[config.mk]
export PLATFORM = sky130hd
export DESIGN_NAME = uart_transmit_path
export DESIGN_NICKNAME = d
export VERILOG_FILES = /design/src/rtl/uart_tx_pkg.sv /design/src/rtl/uart_transmit_path.sv
export SDC_FILE = /design/constraint.sdc
export NUM_CORES = 1
export LEC_CHECK = 0
export ABC_CLOCK_PERIOD_IN_PS = 6400
export CAP_MARGIN = 25
export CORE_ASPECT_RATIO = 0.9
export CORE_MARGIN = 10
export CORE_UTILIZATION = 25
export CTS_BUF_LIST = sky130_fd_sc_hd__clkbuf_16
export DETAILED_ROUTE_END_ITERATION = 10
export DONT_BUFFER_PORTS = 1
export PLACE_DENSITY = 0.47
export SYNTH_ARGS = -nofsm -noshare
export SYNTH_HDL_FRONTEND = slang
export SYNTH_SLANG_ARGS = --single-unit
[constraint.sdc]
create_clock -name mclk_i -period 6.4 [get_ports mclk_i]
set_input_delay 0.64 -clock mclk_i [delete_from_list [all_inputs] [get_ports mclk_i]]
set_output_delay 0.64 -clock mclk_i [all_outputs]
set_load 0.02 [all_outputs]
[src/rtl/uart_tx_pkg.sv]
package uart_tx_pkg;

    // clock rates in MHz; the two baud sources are synthesised from mclk
    localparam int MCLK_MHZ  = 100;
    localparam int SRC24_MHZ = 24;
    localparam int SRC16_MHZ = 16;

    localparam logic [6:0] SRC_MOD   = 7'(MCLK_MHZ);
    localparam logic [6:0] SRC24_INC = 7'(SRC24_MHZ);
    localparam logic [6:0] SRC16_INC = 7'(SRC16_MHZ);

    // generator ticks per serial bit, and stop lengths in ticks
    localparam int         OVERSAMPLE   = 16;
    localparam logic [5:0] BIT_TICKS    = 6'(OVERSAMPLE);
    localparam logic [5:0] STOP15_TICKS = 6'(OVERSAMPLE * 3 / 2);
    localparam logic [5:0] STOP2_TICKS  = 6'(OVERSAMPLE * 2);
    localparam logic [2:0] WLEN_BASE    = 3'h5;

    localparam int FIFO_DEPTH = 16;
    localparam int FIFO_AW    = 4;

    // register byte addresses
    localparam logic [5:0] ADDR_TX_DATA   = 6'h00;
    localparam logic [5:0] ADDR_LINE_CTRL = 6'h04;
    localparam logic [5:0] ADDR_FIFO_CTRL = 6'h08;
    localparam logic [5:0] ADDR_DIVISOR   = 6'h0c;
    localparam logic [5:0] ADDR_CLK_SEL   = 6'h10;
    localparam logic [5:0] ADDR_LINE_STAT = 6'h14;
    localparam logic [5:0] ADDR_INT_STAT  = 6'h18;
    localparam logic [5:0] ADDR_INT_MASK  = 6'h1c;
    localparam logic [5:0] ADDR_INT_ID    = 6'h20;

    // field positions
    localparam int FIFO_EN_BIT    = 0;
    localparam int FIFO_FLUSH_BIT = 1;
    localparam int CLK_SEL_BIT    = 0;
    localparam int INT_THR_EMPTY  = 0;
    localparam int INT_TX_DONE    = 1;
    localparam int INT_W          = 2;

    // reset values
    localparam logic [5:0]  LINE_CTRL_RST = 6'h03;
    localparam logic [15:0] DIVISOR_RST   = 16'h0001;

    // interrupt identification codes, highest priority first
    localparam logic [3:0] INT_ID_NONE      = 4'h1;
    localparam logic [3:0] INT_ID_THR_EMPTY = 4'h2;
    localparam logic [3:0] INT_ID_TX_DONE   = 4'h4;

    localparam logic [1:0] RESP_OKAY   = 2'b00;
    localparam logic [1:0] RESP_SLVERR = 2'b10;

    typedef struct packed {
        logic       stick;
        logic       even;
        logic       par_en;
        logic       stop_long;
        logic [1:0] wlen;
    } line_ctrl_t;

    typedef struct packed {
        logic [5:0] addr;
        logic [31:0] data;
        logic [3:0] strb;
    } wr_req_t;

    typedef enum logic [2:0] {
        TX_IDLE,
        TX_START,
        TX_DATA,
        TX_PARITY,
        TX_STOP
    } tx_state_t;

endpackage

[src/rtl/uart_transmit_path.sv]
// Added by the designer: the AXI4-Lite register port and the register offsets.
`timescale 1ns/100ps
// Function
// - baud generator runs from a selectable 24 MHz or 16 MHz source
// - 24 MHz source covers standard rates from 50 Hz to 115.2 kHz
// - 16 MHz source covers rates from 125 kHz to 1000 kHz
// - one start bit, then five to eight data bits
// - stop length of one, one and a half or two bits
// - parity even, odd, sticky or none
// - generator divides its source by a 16-bit divisor, 1 to 65535
// - writing a character to holding register or FIFO starts transmission
// - pending character loaded into shifter with start, parity and stop bits
// - order: start, data LSB first, parity, stop
// - each serial bit lasts sixteen generator ticks
// - holding-empty interrupt when holding register or FIFO becomes empty
// - FIFO operation only while FIFO control bit 0 is set
// - transmit FIFO holds up to sixteen bytes
// - with FIFO, characters go back to back until it is empty
// - interrupt causes are prioritised, highest reported first
// - generator can produce the MIDI serial rate
module uart_transmit_path (
    input  wire logic        mclk_i,
    input  wire logic        rst_n_i,
    input  wire logic [5:0]  s_axi_awaddr_i,
    input  wire logic        s_axi_awvalid_i,
    output logic             s_axi_awready_o,
    input  wire logic [31:0] s_axi_wdata_i,
    input  wire logic [3:0]  s_axi_wstrb_i,
    input  wire logic        s_axi_wvalid_i,
    output logic             s_axi_wready_o,
    output logic [1:0]       s_axi_bresp_o,
    output logic             s_axi_bvalid_o,
    input  wire logic        s_axi_bready_i,
    input  wire logic [5:0]  s_axi_araddr_i,
    input  wire logic        s_axi_arvalid_i,
    output logic             s_axi_arready_o,
    output logic [31:0]      s_axi_rdata_o,
    output logic [1:0]       s_axi_rresp_o,
    output logic             s_axi_rvalid_o,
    input  wire logic        s_axi_rready_i,
    output logic             txd_o,
    output logic             irq_o
);

    // ---------------- bus slave ----------------
    uart_tx_pkg::wr_req_t wr_reg;
    logic                 aw_held_reg;
    logic                 w_held_reg;
    logic                 awready_reg;
    logic                 wready_reg;
    logic                 bvalid_reg;
    logic [1:0]           bresp_reg;
    logic                 arready_reg;
    logic                 rvalid_reg;
    logic [31:0]          rdata_reg;
    logic [1:0]           rresp_reg;

    wire aw_take  = s_axi_awvalid_i & awready_reg;
    wire w_take   = s_axi_wvalid_i & wready_reg;
    wire aw_held  = aw_held_reg | aw_take;
    wire w_held   = w_held_reg | w_take;
    // a write commits once both halves are in and the last response is gone
    wire wr_fire  = aw_held_reg & w_held_reg & ~bvalid_reg;
    wire b_done   = bvalid_reg & s_axi_bready_i;
    wire ar_take  = s_axi_arvalid_i & arready_reg;
    wire r_done   = rvalid_reg & s_axi_rready_i;
    wire [5:0] wa = wr_reg.addr;
    wire wr_lane0 = wr_fire & wr_reg.strb[0];

    wire wr_tx    = wr_lane0 & (wa == uart_tx_pkg::ADDR_TX_DATA);
    wire wr_line  = wr_lane0 & (wa == uart_tx_pkg::ADDR_LINE_CTRL);
    wire wr_fifo  = wr_lane0 & (wa == uart_tx_pkg::ADDR_FIFO_CTRL);
    wire wr_div   = wr_fire & (wa == uart_tx_pkg::ADDR_DIVISOR);
    wire wr_csel  = wr_lane0 & (wa == uart_tx_pkg::ADDR_CLK_SEL);
    wire wr_istat = wr_lane0 & (wa == uart_tx_pkg::ADDR_INT_STAT);
    wire wr_imask = wr_lane0 & (wa == uart_tx_pkg::ADDR_INT_MASK);
    wire wr_known = (wa == uart_tx_pkg::ADDR_TX_DATA) | (wa == uart_tx_pkg::ADDR_LINE_CTRL) |
                    (wa == uart_tx_pkg::ADDR_FIFO_CTRL) | (wa == uart_tx_pkg::ADDR_DIVISOR) |
                    (wa == uart_tx_pkg::ADDR_CLK_SEL) | (wa == uart_tx_pkg::ADDR_LINE_STAT) |
                    (wa == uart_tx_pkg::ADDR_INT_STAT) | (wa == uart_tx_pkg::ADDR_INT_MASK) |
                    (wa == uart_tx_pkg::ADDR_INT_ID);

    always_ff @(posedge mclk_i) begin
        if (!rst_n_i) begin
            wr_reg      <= '0;
            aw_held_reg <= 1'b0;
            w_held_reg  <= 1'b0;
            awready_reg <= 1'b0;
            wready_reg  <= 1'b0;
            bvalid_reg  <= 1'b0;
            bresp_reg   <= uart_tx_pkg::RESP_OKAY;
        end else begin
            if (aw_take) begin
                wr_reg.addr <= s_axi_awaddr_i;
            end
            if (w_take) begin
                wr_reg.data <= s_axi_wdata_i;
                wr_reg.strb <= s_axi_wstrb_i;
            end
            aw_held_reg <= aw_held & ~wr_fire;
            w_held_reg  <= w_held & ~wr_fire;
            awready_reg <= ~(aw_held & ~wr_fire);
            wready_reg  <= ~(w_held & ~wr_fire);
            if (wr_fire) begin
                bvalid_reg <= 1'b1;
                bresp_reg  <= wr_known ? uart_tx_pkg::RESP_OKAY : uart_tx_pkg::RESP_SLVERR;
            end else if (b_done) begin
                bvalid_reg <= 1'b0;
            end
        end
    end

    // ---------------- control registers ----------------
    uart_tx_pkg::line_ctrl_t line_ctrl_reg;
    logic                    fifo_en_reg;
    logic [15:0]             divisor_reg;
    logic                    clk_sel_reg;
    logic [uart_tx_pkg::INT_W-1:0] int_stat_reg;
    logic [uart_tx_pkg::INT_W-1:0] int_mask_reg;

    // toggling the enable or writing the flush bit empties the queue
    wire fifo_flush = wr_fifo & (wr_reg.data[uart_tx_pkg::FIFO_FLUSH_BIT] |
                      (wr_reg.data[uart_tx_pkg::FIFO_EN_BIT] != fifo_en_reg));

    always_ff @(posedge mclk_i) begin
        if (!rst_n_i) begin
            line_ctrl_reg <= uart_tx_pkg::LINE_CTRL_RST;
            fifo_en_reg   <= 1'b0;
            divisor_reg   <= uart_tx_pkg::DIVISOR_RST;
            clk_sel_reg   <= 1'b0;
            int_mask_reg  <= '0;
        end else begin
            if (wr_line) begin
                line_ctrl_reg <= wr_reg.data[5:0];
            end
            if (wr_fifo) begin
                fifo_en_reg <= wr_reg.data[uart_tx_pkg::FIFO_EN_BIT];
            end
            if (wr_div) begin
                if (wr_reg.strb[0]) divisor_reg[7:0] <= wr_reg.data[7:0];
                if (wr_reg.strb[1]) divisor_reg[15:8] <= wr_reg.data[15:8];
            end
            if (wr_csel) begin
                clk_sel_reg <= wr_reg.data[uart_tx_pkg::CLK_SEL_BIT];
            end
            if (wr_imask) begin
                int_mask_reg <= wr_reg.data[uart_tx_pkg::INT_W-1:0];
            end
        end
    end

    // ---------------- baud generator ----------------
    // fractional accumulator makes the 24/16 MHz source rate from mclk;
    // jitter is one mclk period, well inside one sixteenth of a bit
    logic [6:0]  src_acc_reg;
    logic        src_tick_reg;
    logic [15:0] div_cnt_reg;
    logic        baud_tick_reg;

    wire [6:0] src_inc = clk_sel_reg ? uart_tx_pkg::SRC16_INC : uart_tx_pkg::SRC24_INC;
    wire [6:0] src_sum = src_acc_reg + src_inc;
    wire       src_wrap = src_sum >= uart_tx_pkg::SRC_MOD;
    // divisor 0 behaves as 1; 24 MHz / 48 / 16 gives the MIDI rate
    wire [15:0] div_top = (divisor_reg == 16'h0000) ? 16'h0000 : divisor_reg - 16'h0001;
    wire        div_end = div_cnt_reg >= div_top;

    always_ff @(posedge mclk_i) begin
        if (!rst_n_i) begin
            src_acc_reg   <= '0;
            src_tick_reg  <= 1'b0;
            div_cnt_reg   <= '0;
            baud_tick_reg <= 1'b0;
        end else begin
            src_acc_reg   <= src_wrap ? src_sum - uart_tx_pkg::SRC_MOD : src_sum;
            src_tick_reg  <= src_wrap;
            baud_tick_reg <= src_tick_reg & div_end;
            if (src_tick_reg) begin
                div_cnt_reg <= div_end ? 16'h0000 : div_cnt_reg + 16'h0001;
            end
        end
    end

    // ---------------- holding register / FIFO ----------------
    logic [7:0]                   fifo_mem [uart_tx_pkg::FIFO_DEPTH];
    logic [uart_tx_pkg::FIFO_AW-1:0] wr_ptr_reg;
    logic [uart_tx_pkg::FIFO_AW-1:0] rd_ptr_reg;
    logic [uart_tx_pkg::FIFO_AW:0]   count_reg;

    // with the FIFO off only one entry is usable: the holding register
    wire fifo_full  = fifo_en_reg ? (count_reg == 5'(uart_tx_pkg::FIFO_DEPTH))
                                  : (count_reg != 5'h00);
    wire fifo_empty = count_reg == 5'h00;
    wire push       = wr_tx & ~fifo_full & ~fifo_flush;
    logic pop;

    always_ff @(posedge mclk_i) begin
        if (push) begin
            fifo_mem[wr_ptr_reg] <= wr_reg.data[7:0];
        end
    end

    always_ff @(posedge mclk_i) begin
        if (!rst_n_i || fifo_flush) begin
            wr_ptr_reg <= '0;
            rd_ptr_reg <= '0;
            count_reg  <= '0;
        end else begin
            if (push) wr_ptr_reg <= wr_ptr_reg + 4'h1;
            if (pop) rd_ptr_reg <= rd_ptr_reg + 4'h1;
            count_reg <= count_reg + {4'h0, push} - {4'h0, pop};
        end
    end

    // ---------------- shifter ----------------
    uart_tx_pkg::tx_state_t state_reg;
    logic [7:0]             shift_reg;
    logic [2:0]             bit_cnt_reg;
    logic [5:0]             tick_cnt_reg;
    logic                   parity_reg;
    logic                   txd_reg;

    wire [2:0] last_bit = 3'(line_ctrl_reg.wlen) + uart_tx_pkg::WLEN_BASE - 3'h1;
    // 1.5 stop bits only with five-bit words, as on the classic part
    wire [5:0] stop_ticks = !line_ctrl_reg.stop_long ? uart_tx_pkg::BIT_TICKS :
                            (line_ctrl_reg.wlen == 2'b00) ? uart_tx_pkg::STOP15_TICKS :
                            uart_tx_pkg::STOP2_TICKS;
    wire [5:0] phase_ticks = (state_reg == uart_tx_pkg::TX_STOP) ? stop_ticks : uart_tx_pkg::BIT_TICKS;
    wire       phase_end   = baud_tick_reg & (tick_cnt_reg == phase_ticks - 6'h01);
    wire [7:0] head        = fifo_mem[rd_ptr_reg];
    wire [7:0] data_mask   = 8'hff >> (3'h7 - last_bit);
    wire       data_xor    = ^(head & data_mask);
    // sticky parity sends the inverse of the even-select bit
    wire       par_bit     = line_ctrl_reg.stick ? ~line_ctrl_reg.even :
                             (line_ctrl_reg.even ? data_xor : ~data_xor);
    wire       load        = ~fifo_empty & ~fifo_flush &
                             ((state_reg == uart_tx_pkg::TX_IDLE) |
                              ((state_reg == uart_tx_pkg::TX_STOP) & phase_end));
    wire       frame_done  = (state_reg == uart_tx_pkg::TX_STOP) & phase_end & ~load;
    assign pop = load;

    always_ff @(posedge mclk_i) begin
        if (!rst_n_i) begin
            state_reg    <= uart_tx_pkg::TX_IDLE;
            shift_reg    <= '0;
            bit_cnt_reg  <= '0;
            tick_cnt_reg <= '0;
            parity_reg   <= 1'b0;
            txd_reg      <= 1'b1;
        end else begin
            if (baud_tick_reg) begin
                tick_cnt_reg <= phase_end ? 6'h00 : tick_cnt_reg + 6'h01;
            end
            if (load) begin
                state_reg    <= uart_tx_pkg::TX_START;
                shift_reg    <= head;
                parity_reg   <= par_bit;
                bit_cnt_reg  <= '0;
                tick_cnt_reg <= '0;
                txd_reg      <= 1'b0;
            end else if (phase_end) begin
                unique case (state_reg)
                    uart_tx_pkg::TX_IDLE: begin
                        txd_reg <= 1'b1;
                    end
                    uart_tx_pkg::TX_START: begin
                        state_reg <= uart_tx_pkg::TX_DATA;
                        txd_reg   <= shift_reg[0];
                        shift_reg <= shift_reg >> 1;
                    end
                    uart_tx_pkg::TX_DATA: begin
                        if (bit_cnt_reg == last_bit) begin
                            state_reg <= line_ctrl_reg.par_en ? uart_tx_pkg::TX_PARITY : uart_tx_pkg::TX_STOP;
                            txd_reg   <= line_ctrl_reg.par_en ? parity_reg : 1'b1;
                        end else begin
                            bit_cnt_reg <= bit_cnt_reg + 3'h1;
                            txd_reg     <= shift_reg[0];
                            shift_reg   <= shift_reg >> 1;
                        end
                    end
                    uart_tx_pkg::TX_PARITY: begin
                        state_reg <= uart_tx_pkg::TX_STOP;
                        txd_reg   <= 1'b1;
                    end
                    uart_tx_pkg::TX_STOP: begin
                        state_reg <= uart_tx_pkg::TX_IDLE;
                        txd_reg   <= 1'b1;
                    end
                endcase
            end
        end
    end

    // ---------------- interrupts ----------------
    logic empty_d_reg;
    logic irq_reg;

    wire [uart_tx_pkg::INT_W-1:0] int_set;
    assign int_set[uart_tx_pkg::INT_THR_EMPTY] = fifo_empty & ~empty_d_reg;
    assign int_set[uart_tx_pkg::INT_TX_DONE]   = frame_done;
    wire [uart_tx_pkg::INT_W-1:0] int_clr     = wr_istat ? wr_reg.data[uart_tx_pkg::INT_W-1:0] : '0;
    wire [uart_tx_pkg::INT_W-1:0] int_pending = int_stat_reg & int_mask_reg;
    wire [3:0] int_id = int_pending[uart_tx_pkg::INT_THR_EMPTY] ? uart_tx_pkg::INT_ID_THR_EMPTY :
                        int_pending[uart_tx_pkg::INT_TX_DONE]   ? uart_tx_pkg::INT_ID_TX_DONE :
                        uart_tx_pkg::INT_ID_NONE;

    always_ff @(posedge mclk_i) begin
        if (!rst_n_i) begin
            empty_d_reg  <= 1'b1;
            int_stat_reg <= '0;
            irq_reg      <= 1'b0;
        end else begin
            empty_d_reg  <= fifo_empty;
            // a new event wins over a clear in the same cycle
            int_stat_reg <= (int_stat_reg & ~int_clr) | int_set;
            irq_reg      <= |(((int_stat_reg & ~int_clr) | int_set) & int_mask_reg);
        end
    end

    // ---------------- read path ----------------
    wire [5:0] ra = s_axi_araddr_i;
    wire [31:0] line_stat = {26'h0, count_reg, 1'b0} |
                            {31'h0, fifo_empty & (state_reg == uart_tx_pkg::TX_IDLE)} |
                            {24'h0, ~fifo_full, 7'h00};
    logic [31:0] rd_mux;
    logic        rd_ok;

    always_comb begin
        rd_mux = 32'h0000_0000;
        rd_ok  = 1'b1;
        unique case (ra)
            uart_tx_pkg::ADDR_TX_DATA:   rd_mux = 32'h0000_0000;
            uart_tx_pkg::ADDR_LINE_CTRL: rd_mux = {26'h0, line_ctrl_reg};
            uart_tx_pkg::ADDR_FIFO_CTRL: rd_mux = {31'h0, fifo_en_reg};
            uart_tx_pkg::ADDR_DIVISOR:   rd_mux = {16'h0, divisor_reg};
            uart_tx_pkg::ADDR_CLK_SEL:   rd_mux = {31'h0, clk_sel_reg};
            uart_tx_pkg::ADDR_LINE_STAT: rd_mux = line_stat;
            uart_tx_pkg::ADDR_INT_STAT:  rd_mux = {30'h0, int_stat_reg};
            uart_tx_pkg::ADDR_INT_MASK:  rd_mux = {30'h0, int_mask_reg};
            uart_tx_pkg::ADDR_INT_ID:    rd_mux = {28'h0, int_id};
            default:                     rd_ok  = 1'b0;
        endcase
    end

    always_ff @(posedge mclk_i) begin
        if (!rst_n_i) begin
            arready_reg <= 1'b0;
            rvalid_reg  <= 1'b0;
            rdata_reg   <= '0;
            rresp_reg   <= uart_tx_pkg::RESP_OKAY;
        end else begin
            if (ar_take) begin
                rvalid_reg <= 1'b1;
                rdata_reg  <= rd_mux;
                rresp_reg  <= rd_ok ? uart_tx_pkg::RESP_OKAY : uart_tx_pkg::RESP_SLVERR;
            end else if (r_done) begin
                rvalid_reg <= 1'b0;
            end
            arready_reg <= ~(ar_take | (rvalid_reg & ~r_done));
        end
    end

    assign s_axi_awready_o = awready_reg;
    assign s_axi_wready_o  = wready_reg;
    assign s_axi_bvalid_o  = bvalid_reg;
    assign s_axi_bresp_o   = bresp_reg;
    assign s_axi_arready_o = arready_reg;
    assign s_axi_rvalid_o  = rvalid_reg;
    assign s_axi_rdata_o   = rdata_reg;
    assign s_axi_rresp_o   = rresp_reg;
    assign txd_o           = txd_reg;
    assign irq_o           = irq_reg;

endmodule

Yosys cells after proc, flatten, opt, wreduce, memory -nomap -nowiden

Memory sizes are Yosys's and may differ from the RTL's. A register that Yosys moved wholly into a read port is not among the register bits.
Index checks and enable logic that the tools add are counted.

Memories: 1
Bits of input ports: 55
Bits in registers: 157
RAM bits: 128

$add $sub $neg: 14
Muxes and demuxes: 40
Equality and inequality tests: 27
Magnitude comparators: 2
Reductions and logical operators: 26
Bitwise logic cells: 65
Shift-type cells: 1

Memory list:

| name     | words | bits a word | read ports | clocked after memory_dff | write ports | RTL line                  | RTL |
|---|---|---|---|---|---|---|---|
| fifo_mem | 16    | 8           | 1          | 1                        | 1           | uart_transmit_path.sv:184 | `logic [7:0] fifo_mem [uart_tx_pkg::FIFO_DEPTH];` |

Operators by type and width:

| operator                                                              | count |
|---|---|
| 16-bit one-hot mux with 8 select lines                                | 1 |
| 6-bit by 5-bit equality test with 1-bit output, second input constant | 8 |
| 16-bit two-way mux                                                    | 2 |
| 1-bit AND                                                             | 29 |
| 6-bit by 4-bit equality test with 1-bit output, second input constant | 4 |
| 6-bit two-way mux                                                     | 4 |
| 8-bit two-way mux                                                     | 3 |
| 16-bit by 1-bit adder with 16-bit output, second input constant       | 1 |
| 16-bit >= comparator                                                  | 1 |
| 16-bit logical NOT                                                    | 1 |
| 1-bit two-way mux                                                     | 16 |
| 8-bit one-hot mux with 2 select lines                                 | 1 |
| 16-bit by 1-bit subtractor with 16-bit output, second input constant  | 1 |
| 1-bit inverter                                                        | 15 |
| 1-bit bitwise OR                                                      | 13 |
| 6-bit by 3-bit equality test with 1-bit output, second input constant | 2 |
| 6-bit equality test, second input constant                            | 2 |
| 6-bit logical NOT                                                     | 2 |
| 3-bit two-way mux                                                     | 4 |
| 4-bit two-way mux                                                     | 3 |
| 3-bit one-hot mux with 4 select lines                                 | 1 |
| 3-bit AND reduction                                                   | 4 |
| 5-bit nonzero test                                                    | 2 |
| 9-bit OR reduction                                                    | 1 |
| 43 further kinds                                                      | 54 |

Longest topological paths before layout

Gate-level depths: netlist (run 1).

Depth after elaboration: 15
Gate-level depth with buffers: 20
Gate-level depth less buffers: 18

Worst setup path before layout (run 1)

OpenSTA, ideal clock, no wires.

Path kind: reg-to-reg
Start: reg divisor_reg[2]
End: reg div_cnt_reg[0]
Buffers on the path: 2
Cell stages (with the launch flop): 19
Setup slack: 2,235 ps
Clock period less this slack: 4,165 ps
Arrival time: 4,080 ps
Path through: dfxtp_1 > nor3_1 > nor4b_1 > nand2_1 > or4_1 > or3b_2 > clkbuf_1 > and2_1 > ha_1 > nand2b_1 > a21o_1 > a21o_1 > a21o_1 > a21o_1 > a21oi_1 > o21a_1 > o21ai_1 > clkbuf_1 > a211oi_1

Cells in the longest elaborated chain, start to end: 4
Elaborated cells between the ends (all ways): 5

Ends and longest elaborated chain:

| element                                                                             | RTL line                  | RTL |
|---|---|---|
| start, declared                                                                     | uart_transmit_path.sv:116 | `logic [15:0] divisor_reg;` |
| start signal, assigned                                                              | uart_transmit_path.sv:129 | `divisor_reg <= uart_tx_pkg::DIVISOR_RST;` |
| start signal, assigned                                                              | uart_transmit_path.sv:140 | `if (wr_reg.strb[0]) divisor_reg[7:0] <= wr_reg.data[7:0];` |
| 16-bit by 1-bit subtractor with 16-bit output or 16-bit logical NOT (tied branches) | uart_transmit_path.sv:164 | `wire [15:0] div_top = (divisor_reg == 16'h0000) ? 16'h0000 : divisor_reg - 16'h0001;` |
| 16-bit two-way mux (*)                                                              | uart_transmit_path.sv:164 |  |
| 16-bit >= comparator (*)                                                            | uart_transmit_path.sv:165 | `wire div_end = div_cnt_reg >= div_top;` |
| 16-bit two-way mux (*)                                                              | uart_transmit_path.sv:178 | `div_cnt_reg <= div_end ? 16'h0000 : div_cnt_reg + 16'h0001;` |
| end signal, assigned                                                                | uart_transmit_path.sv:178 |  |
| end, declared                                                                       | uart_transmit_path.sv:157 | `logic [15:0] div_cnt_reg;` |

Every way passes the cells marked *; elsewhere a longest branch is shown, timed or not.
A chain may end at the register's enable or synchronous reset.

Worst setup path after layout (run 1)

Start: reg divisor_reg[2]
End: reg div_cnt_reg[5]

The elaborated chain is that of the path after synthesis.

==> results of run 1 <==
-- path summary, 6_finish.rpt --
check,start,endpoint,slack [ps]
max,divisor_reg[2]$_SDFFE_PN0P_,div_cnt_reg[5]$_SDFFE_PN0P_,1490
min reg2reg,shift_reg[4]$_SDFFE_PN0P_,shift_reg[4]$_SDFFE_PN0P_,450
min,s_axi_wdata_i[3],wr_reg[7]$_SDFFE_PN0P_,190
max reg2reg,divisor_reg[2]$_SDFFE_PN0P_,div_cnt_reg[5]$_SDFFE_PN0P_,1490
-- synthesized netlist by cell type, types with 3 or more instances --
cell      count
nor2b_1      43
a21boi_0     33
a21oi_1      22
mux4_1       15
xor2_1       28
a22oi_1      37
xnor2_1      26
ha_1         36
nor2_1       63
a211oi_1     16
clkbuf_1     31
mux4_2       20
buf_4        20
nand2_1     127
and2_1        8
a21boi_1      5
mux2i_1      33
o21a_1        5
nand3_1      27
a21o_1        9
buf_1         3
nand3b_1      7
o22ai_1       4
edfxtp_1    128
o21ai_0      13
xnor2_2       3
and3_1       14
inv_1        21
nand2b_1      9
nor4b_1       3
buf_6         4
dfxtp_1     141
nand4_1       9
nor3_1       17
-- layer usage --
metal  global-route usage  vias up  routed length (µm)
li1                     -     3710                   -
met1                0.140     3671               14400
met2                0.145      123               12300
met3               0.0217       30                1480
met4               0.0216        0                 512
met5                    0        -                   0
-- cells in the final DEF, fill, tap and decap left out, types with 13 or more instances in the layout --
cell,netlist,final
edfxtp_1,128,128
nand3_1,27,27
nor2b_1,43,43
mux4_2,20,20
inv_1,21,24
a21oi_1,22,22
mux4_1,15,15
a21boi_0,33,33
xnor2_1,26,26
ha_1,36,36
nor2_1,63,63
mux2i_1,33,33
xor2_1,28,28
nand2_1,127,127
a211oi_1,16,16
clkbuf_16,0,30
and3_1,14,14
dfxtp_1,141,140
conb_1,1,18
o21ai_0,13,13
nor3_1,17,17
a22oi_1,37,37
-- area by class of cell --
type | count | area share
tap | 624 | 0.0568
inverter | 22 | 0.00601
sequential | 269 | 0.485
timing repair buffer | 12 | 0.00655
multi-input combinational | 691 | 0.369
clock buffer | 30 | 0.0546
clock inverter | 26 | 0.0217
-- cell families after synthesis --
group	synth area share
AND/OR/NAND/NOR	0.139
flip-flops	0.548
AO/OA/AOI/OAI	0.0935
buffers and inverters	0.0397
multiplexers	0.0975
XOR/XNOR	0.0429
adder cells (fa/ha/maj)	0.0387
other	0.000308
-- metrics by stage --
step	cells	hold WS, ps	cell area (µm²)	util	worst slack (ps)
floorplan	1048	435	12200	-	2230
global placement	1618	443	12700	0.264	1610
detailed placement	1618	448	12700	0.264	1520
CTS	1674	128	13700	0.286	1500
global route	1674	151	13700	0.286	1100
finish	1674	193	13700	0.286	1490
-- power groups by stage --
| stage | Combinational [W] | Clock [W] | Sequential (W) |
|---|---|---|---|
| finish | 0.000867 | 0.00181 | 0.00197 |
| global route | 0.000966 | 0.00193 | 0.00198 |
| CTS | 0.000882 | 0.00186 | 0.00197 |
| detailed placement | 0.000878 | 0 | 0.00201 |
| global placement | 0.000869 | 0 | 0.00200 |
| floorplan | 0.000747 | 0 | 0.00197 |
==> flow_metrics.tcl, run 1 <==
set metrics [dict create \
    crit_chain "nor3_1, nor4b_1, nand2_1, or4_1, or3b_2, and2_1, ha_1, nand2b_1, a21o_1, a21o_1, a21o_1, a21o_1, a21oi_1, o21a_1, o21ai_1, buf_4, a211oi_1" \
    p_per_area_nw_per_um2 338 \
    rows 76 \
    power.switching_w 0.00127 \
    layout-drive-gt1-share 0.0829 \
    finalPower_w 0.00464 \
    slew_violations 0 \
    first_global_vias 7344 \
    whs_path_depth 2 \
    slowest_stage "or3b_2" \
    diodes 0 \
    yosysWarnings 0 \
    cts_tree "done" \
    clockPowerShare 0.390 \
    status "finished clean" \
    drt-initial-drc-count 473 \
    start_kind "flip-flop" \
    worstSkewPairLatency_ps 590 \
    worst_slew_pin_slew_ps 980 \
    cts_setup_buffers 0 \
    drc_errors 0 \
    period_share 0.768 \
    p_seq_frac 0.423 \
    ys_seq_area_frac 0.548 \
    via_per_inst 4.50 \
    path_depth 17 \
    synth_edf_count 128 \
    combPwrFrac 0.187 \
    worstPathRequired_ps 6870 \
    grt_usage 0.0972 \
    htree_levels 1 \
    dr_total_vias 7534 \
    async_flop_share 0 \
    ios 98 \
    fp.dieW_um 253 \
    grt_setup_unrepaired "false" \
    holdBufCountCts 0 \
    synth_area_per_cell_um2 11.8 \
    clockBufferDepth 3 \
    hold_path_class "in -> reg" \
    path_class "reg -> reg" \
    clock-sinks 269 \
    dieArea_um2 57900 \
    synthFlopType "dfxtp_1" \
    core_area_um2 48000 \
    dpl.hpwl_um 19700 \
    nets 1118 \
    max-cap-violations 0 \
    synthDistinctLibCells 71 \
    place.gp.congestion 0.752 \
    slew_headroom 0.345 \
    cts_resized 0 \
    critPathArrivalTime_ps 5380 \
    drt-pass1-iter-count 5 \
    area_growth_pct 13.0 \
    layout_min_cycle_time_ps 4910 \
    wl_um 28700 \
    fill_cells 4932 \
    sw_frac_of_total 0.273 \
    numCtsBuffers 30 \
    antenna_found_initial 0 \
    synth_seq_cells 269 \
    wire_per_inst_um 17.2 \
    finClkSkew_ps 45.4 \
    reg2reg_depth 17 \
    cts-root-buf "clkbuf_16" \
    report.final.setup_viol 0 \
    path_clk_slew_ps 60 \
    start_util 0.253 \
    critPathBufInv 1 \
    yosysTopAreaCell "edfxtp_1" \
    crit_family "simple AND/OR/NAND/NOR gates" \
    end_kind "flip-flop" \
    ir_drop_uv 265 \
    netlist_instances 1031 \
    leakagePower_nw 4.85 \
    overflow 0 \
    grt_start_max_net_pins 103 \
    regArea_um2 6670 \
    cpPeakStageDelay_ps 630 \
    yosys-top-cells-area "edfxtp_1 32%, dfxtp_1 23%, nand2_1 3.9%, ha_1 3.7%, mux4_2 3.7%" \
    path_max_fanout 15 \
    final.setup.tns_ps 0 \
    largest_register_ffs 128 \
    synth_area_um2 12200 \
    cp_common_cell "a21o_1" \
    multi_input_area_um2 5080 \
    p_int_w 0.00337 \
    ant_nets 0 \
    synth_top_cell_area_share 0.316 \
    io_buffer_count 0 \
    die_y_um 229 \
    max_freq_ghz 0.204 \
    grt_pass1_wl_um 44900 \
    final_hold_viol_count 0 \
]
Power figures use the tool's default switching activity.
==> inputs of run 2 (changes only) <==
--- a/config.mk
+++ b/config.mk
@@ -5,7 +5,8 @@
 export SDC_FILE = /design/constraint.sdc
 export NUM_CORES = 1
 export LEC_CHECK = 0
-export ABC_CLOCK_PERIOD_IN_PS = 6400
+export ABC_AREA = 1
+export ABC_CLOCK_PERIOD_IN_PS = 5000
 export CAP_MARGIN = 25
 export CORE_ASPECT_RATIO = 0.9
 export CORE_MARGIN = 10
==> constraint.sdc (replaced) <==
create_clock -name mclk_i -period 5 [get_ports mclk_i]
set_input_delay 0.5 -clock mclk_i [delete_from_list [all_inputs] [get_ports mclk_i]]
set_output_delay 0.5 -clock mclk_i [all_outputs]
set_load 0.02 [all_outputs]
==> flow_metrics.tcl, run 2 <==
set metrics [dict create \
    drt-initial-drc-count 511 \
    drc_errors 0 \
    htree_levels 1 \
    yosysMostFrequentCell "nand2_1" \
    async_flop_share 0 \
    critPathArrivalTime_ps 4110 \
    cpPeakStageDelay_ps 560 \
    report.final.setup_viol 0 \
    dr_total_vias 9474 \
    final_common_cell "nand2_1" \
    slew_headroom 0.300 \
    crit_family "simple AND/OR/NAND/NOR gates" \
    ios 98 \
    status "finished clean" \
    synth_area_um2 12500 \
    slew_violations 0 \
    cts_tree "done" \
    synth_area_per_cell_um2 8.38 \
    finClkSkew_ps 10.1 \
    end_kind "flip-flop" \
    final_hold_viol_count 0 \
    via_per_inst 4.35 \
    wire_per_inst_um 15.1 \
    layout-drive-gt1-share 0.0504 \
    max-cap-violations 0 \
    layout_min_cycle_time_ps 3630 \
    synth_seq_cells 269 \
    grt_setup_unrepaired "false" \
    path_class "reg -> reg" \
    netlist_instances 1486 \
    synthDistinctLibCells 48 \
    crit_chain "inv_1, ha_1, nand3_1, nor4_1, clkinv_1, nand3_1, ha_1, a21oi_1, o21ai_0, nand2_1, o211ai_1, nand2_1, nand3_1, nand2_1, nand2_1, a221oi_1" \
    period_share 0.726 \
    path_clk_slew_ps 60 \
    yosysWarnings 0 \
    largest_register_ffs 128 \
    placed_cells 2119 \
    place.gp.congestion 0.814 \
    max_freq_ghz 0.275 \
    ant_nets 0 \
    rows 77 \
    io_buffer_count 0 \
    cts_setup_buffers 0 \
    clockBufferDepth 3 \
    antenna_found_initial 9 \
    yosys-top-cells-area "edfxtp_1 31%, dfxtp_1 23%, nand2_1 11%, inv_1 5.9%, nand3_1 4.5%" \
    final.setup.tns_ps 0 \
    overflow 0 \
    grt_start_max_net_pins 71 \
    path_max_fanout 15 \
    dpl.hpwl_um 22400 \
    final_cell_mix "365 x nand2_1, 202 x inv_1, 140 x dfxtp_1" \
    first_global_vias 8961 \
    cp_common_cell "nand2_1" \
    worst_slew_pin_slew_ps 1050 \
    ir_drop_uv 273 \
    clock-sinks 269 \
    slowest_stage "nor4_1" \
    dieArea_um2 59200 \
    fin_cells 2178 \
    ys_seq_area_frac 0.535 \
    wl_um 32900 \
    grt_usage 0.109 \
    synth_top_cell_area_share 0.309 \
    cts-root-buf "clkbuf_16" \
    diodes 0 \
    grt_pass1_wl_um 51200 \
    synthFlopType "dfxtp_1" \
    area_growth_pct 12.9 \
    p_per_area_nw_per_um2 445 \
    drt-pass1-iter-count 5 \
    start_util 0.253 \
    leakagePower_nw 5.68 \
    worstSkewPairLatency_ps 570 \
    core_area_um2 49200 \
    fp.dieW_um 255 \
    critPathBufInv 2 \
    ys_top_cells_by_count "365 x nand2_1, 196 x inv_1, 141 x dfxtp_1" \
    nets 1574 \
    worstPathRequired_ps 5480 \
    die_y_um 232 \
    yosysTopAreaCell "edfxtp_1" \
    hold_path_class "in -> reg" \
    synth_edf_count 128 \
    numCtsBuffers 31 \
    start_kind "flip-flop" \
]
## run 2: worst paths after layout
check | from | end | slack (ps) | cells past startpoint
setup reg to reg | divisor_reg[0]$_SDFFE_PN1P_ | div_cnt_reg[11]$_SDFFE_PN0P_ | 1370 | 16
setup / recovery | divisor_reg[0]$_SDFFE_PN1P_ | div_cnt_reg[11]$_SDFFE_PN0P_ | 1370 | 16
hold reg to reg | wr_reg[15]$_SDFFE_PN0P_ | divisor_reg[11]$_SDFFE_PN0P_ | 460 | 2
hold / removal | rst_n_i | empty_d_reg$_SDFF_PN1_ | 60 | 1
## run 2: routing by layer
metal | up-vias | share of wire | global-route usage
met5 | - | 0 | 0
met4 | 0 | 0.022 | 0.0225
met3 | 59 | 0.042 | 0.0195
met2 | 162 | 0.47 | 0.182
met1 | 4405 | 0.47 | 0.144
li1 | 4848 | - | -
## run 2: area by class of cell
cell class | count | area [µm²]
clock inverter | 26 | 151
multi-input combinational | 969 | 4750
sequential | 269 | 6670
timing repair buffer | 10 | 90.1
fill | 5229 | 35200
tap | 671 | 840
inverter | 201 | 759
clock buffer | 32 | 801
## run 2: report_power, final
group,switching [W],leakage (nW),internal [W]
Clock,0.000919,0.503,0.00121
Combinational,0.00107,2.85,0.000496
Sequential,0.000119,2.33,0.00244
## run 2: cell families after synthesis
| kind of cell | Yosys count | synth area share |
|---|---|---|
| buffers and inverters | 265 | 0.0887 |
| AOI/OAI and AO/OA | 241 | 0.104 |
| muxes | 1 | 0.000804 |
| other | 1 | 0.000301 |
| adders and majority gates | 37 | 0.0378 |
| DFF | 269 | 0.535 |
| and+or+nand+nor | 651 | 0.218 |
| xor gates and xnor gates | 21 | 0.0148 |
## run 2: stage by stage
step | util | hold slack (ps) | total power [W] | area, µm² | worst slack [ps]
2_1_floorplan | - | 430 | 0.00379 | 12500 | 1990
3_3_place_gp | 0.266 | 442 | 0.00416 | 13100 | 1360
3_5_place_dp | 0.266 | 452 | 0.00419 | 13100 | 1360
4_1_cts | 0.286 | 16.8 | 0.00634 | 14100 | 1330
5_1_grt | 0.286 | 43.4 | 0.00664 | 14100 | 924
6_report | 0.286 | 63.0 | 0.00625 | 14100 | 1370
## run 2: repair_timing
item	4_1_cts	5_1_grt
hold buffers	1	0
hold endpoints to repair	1	0
gates resized for setup	0	0
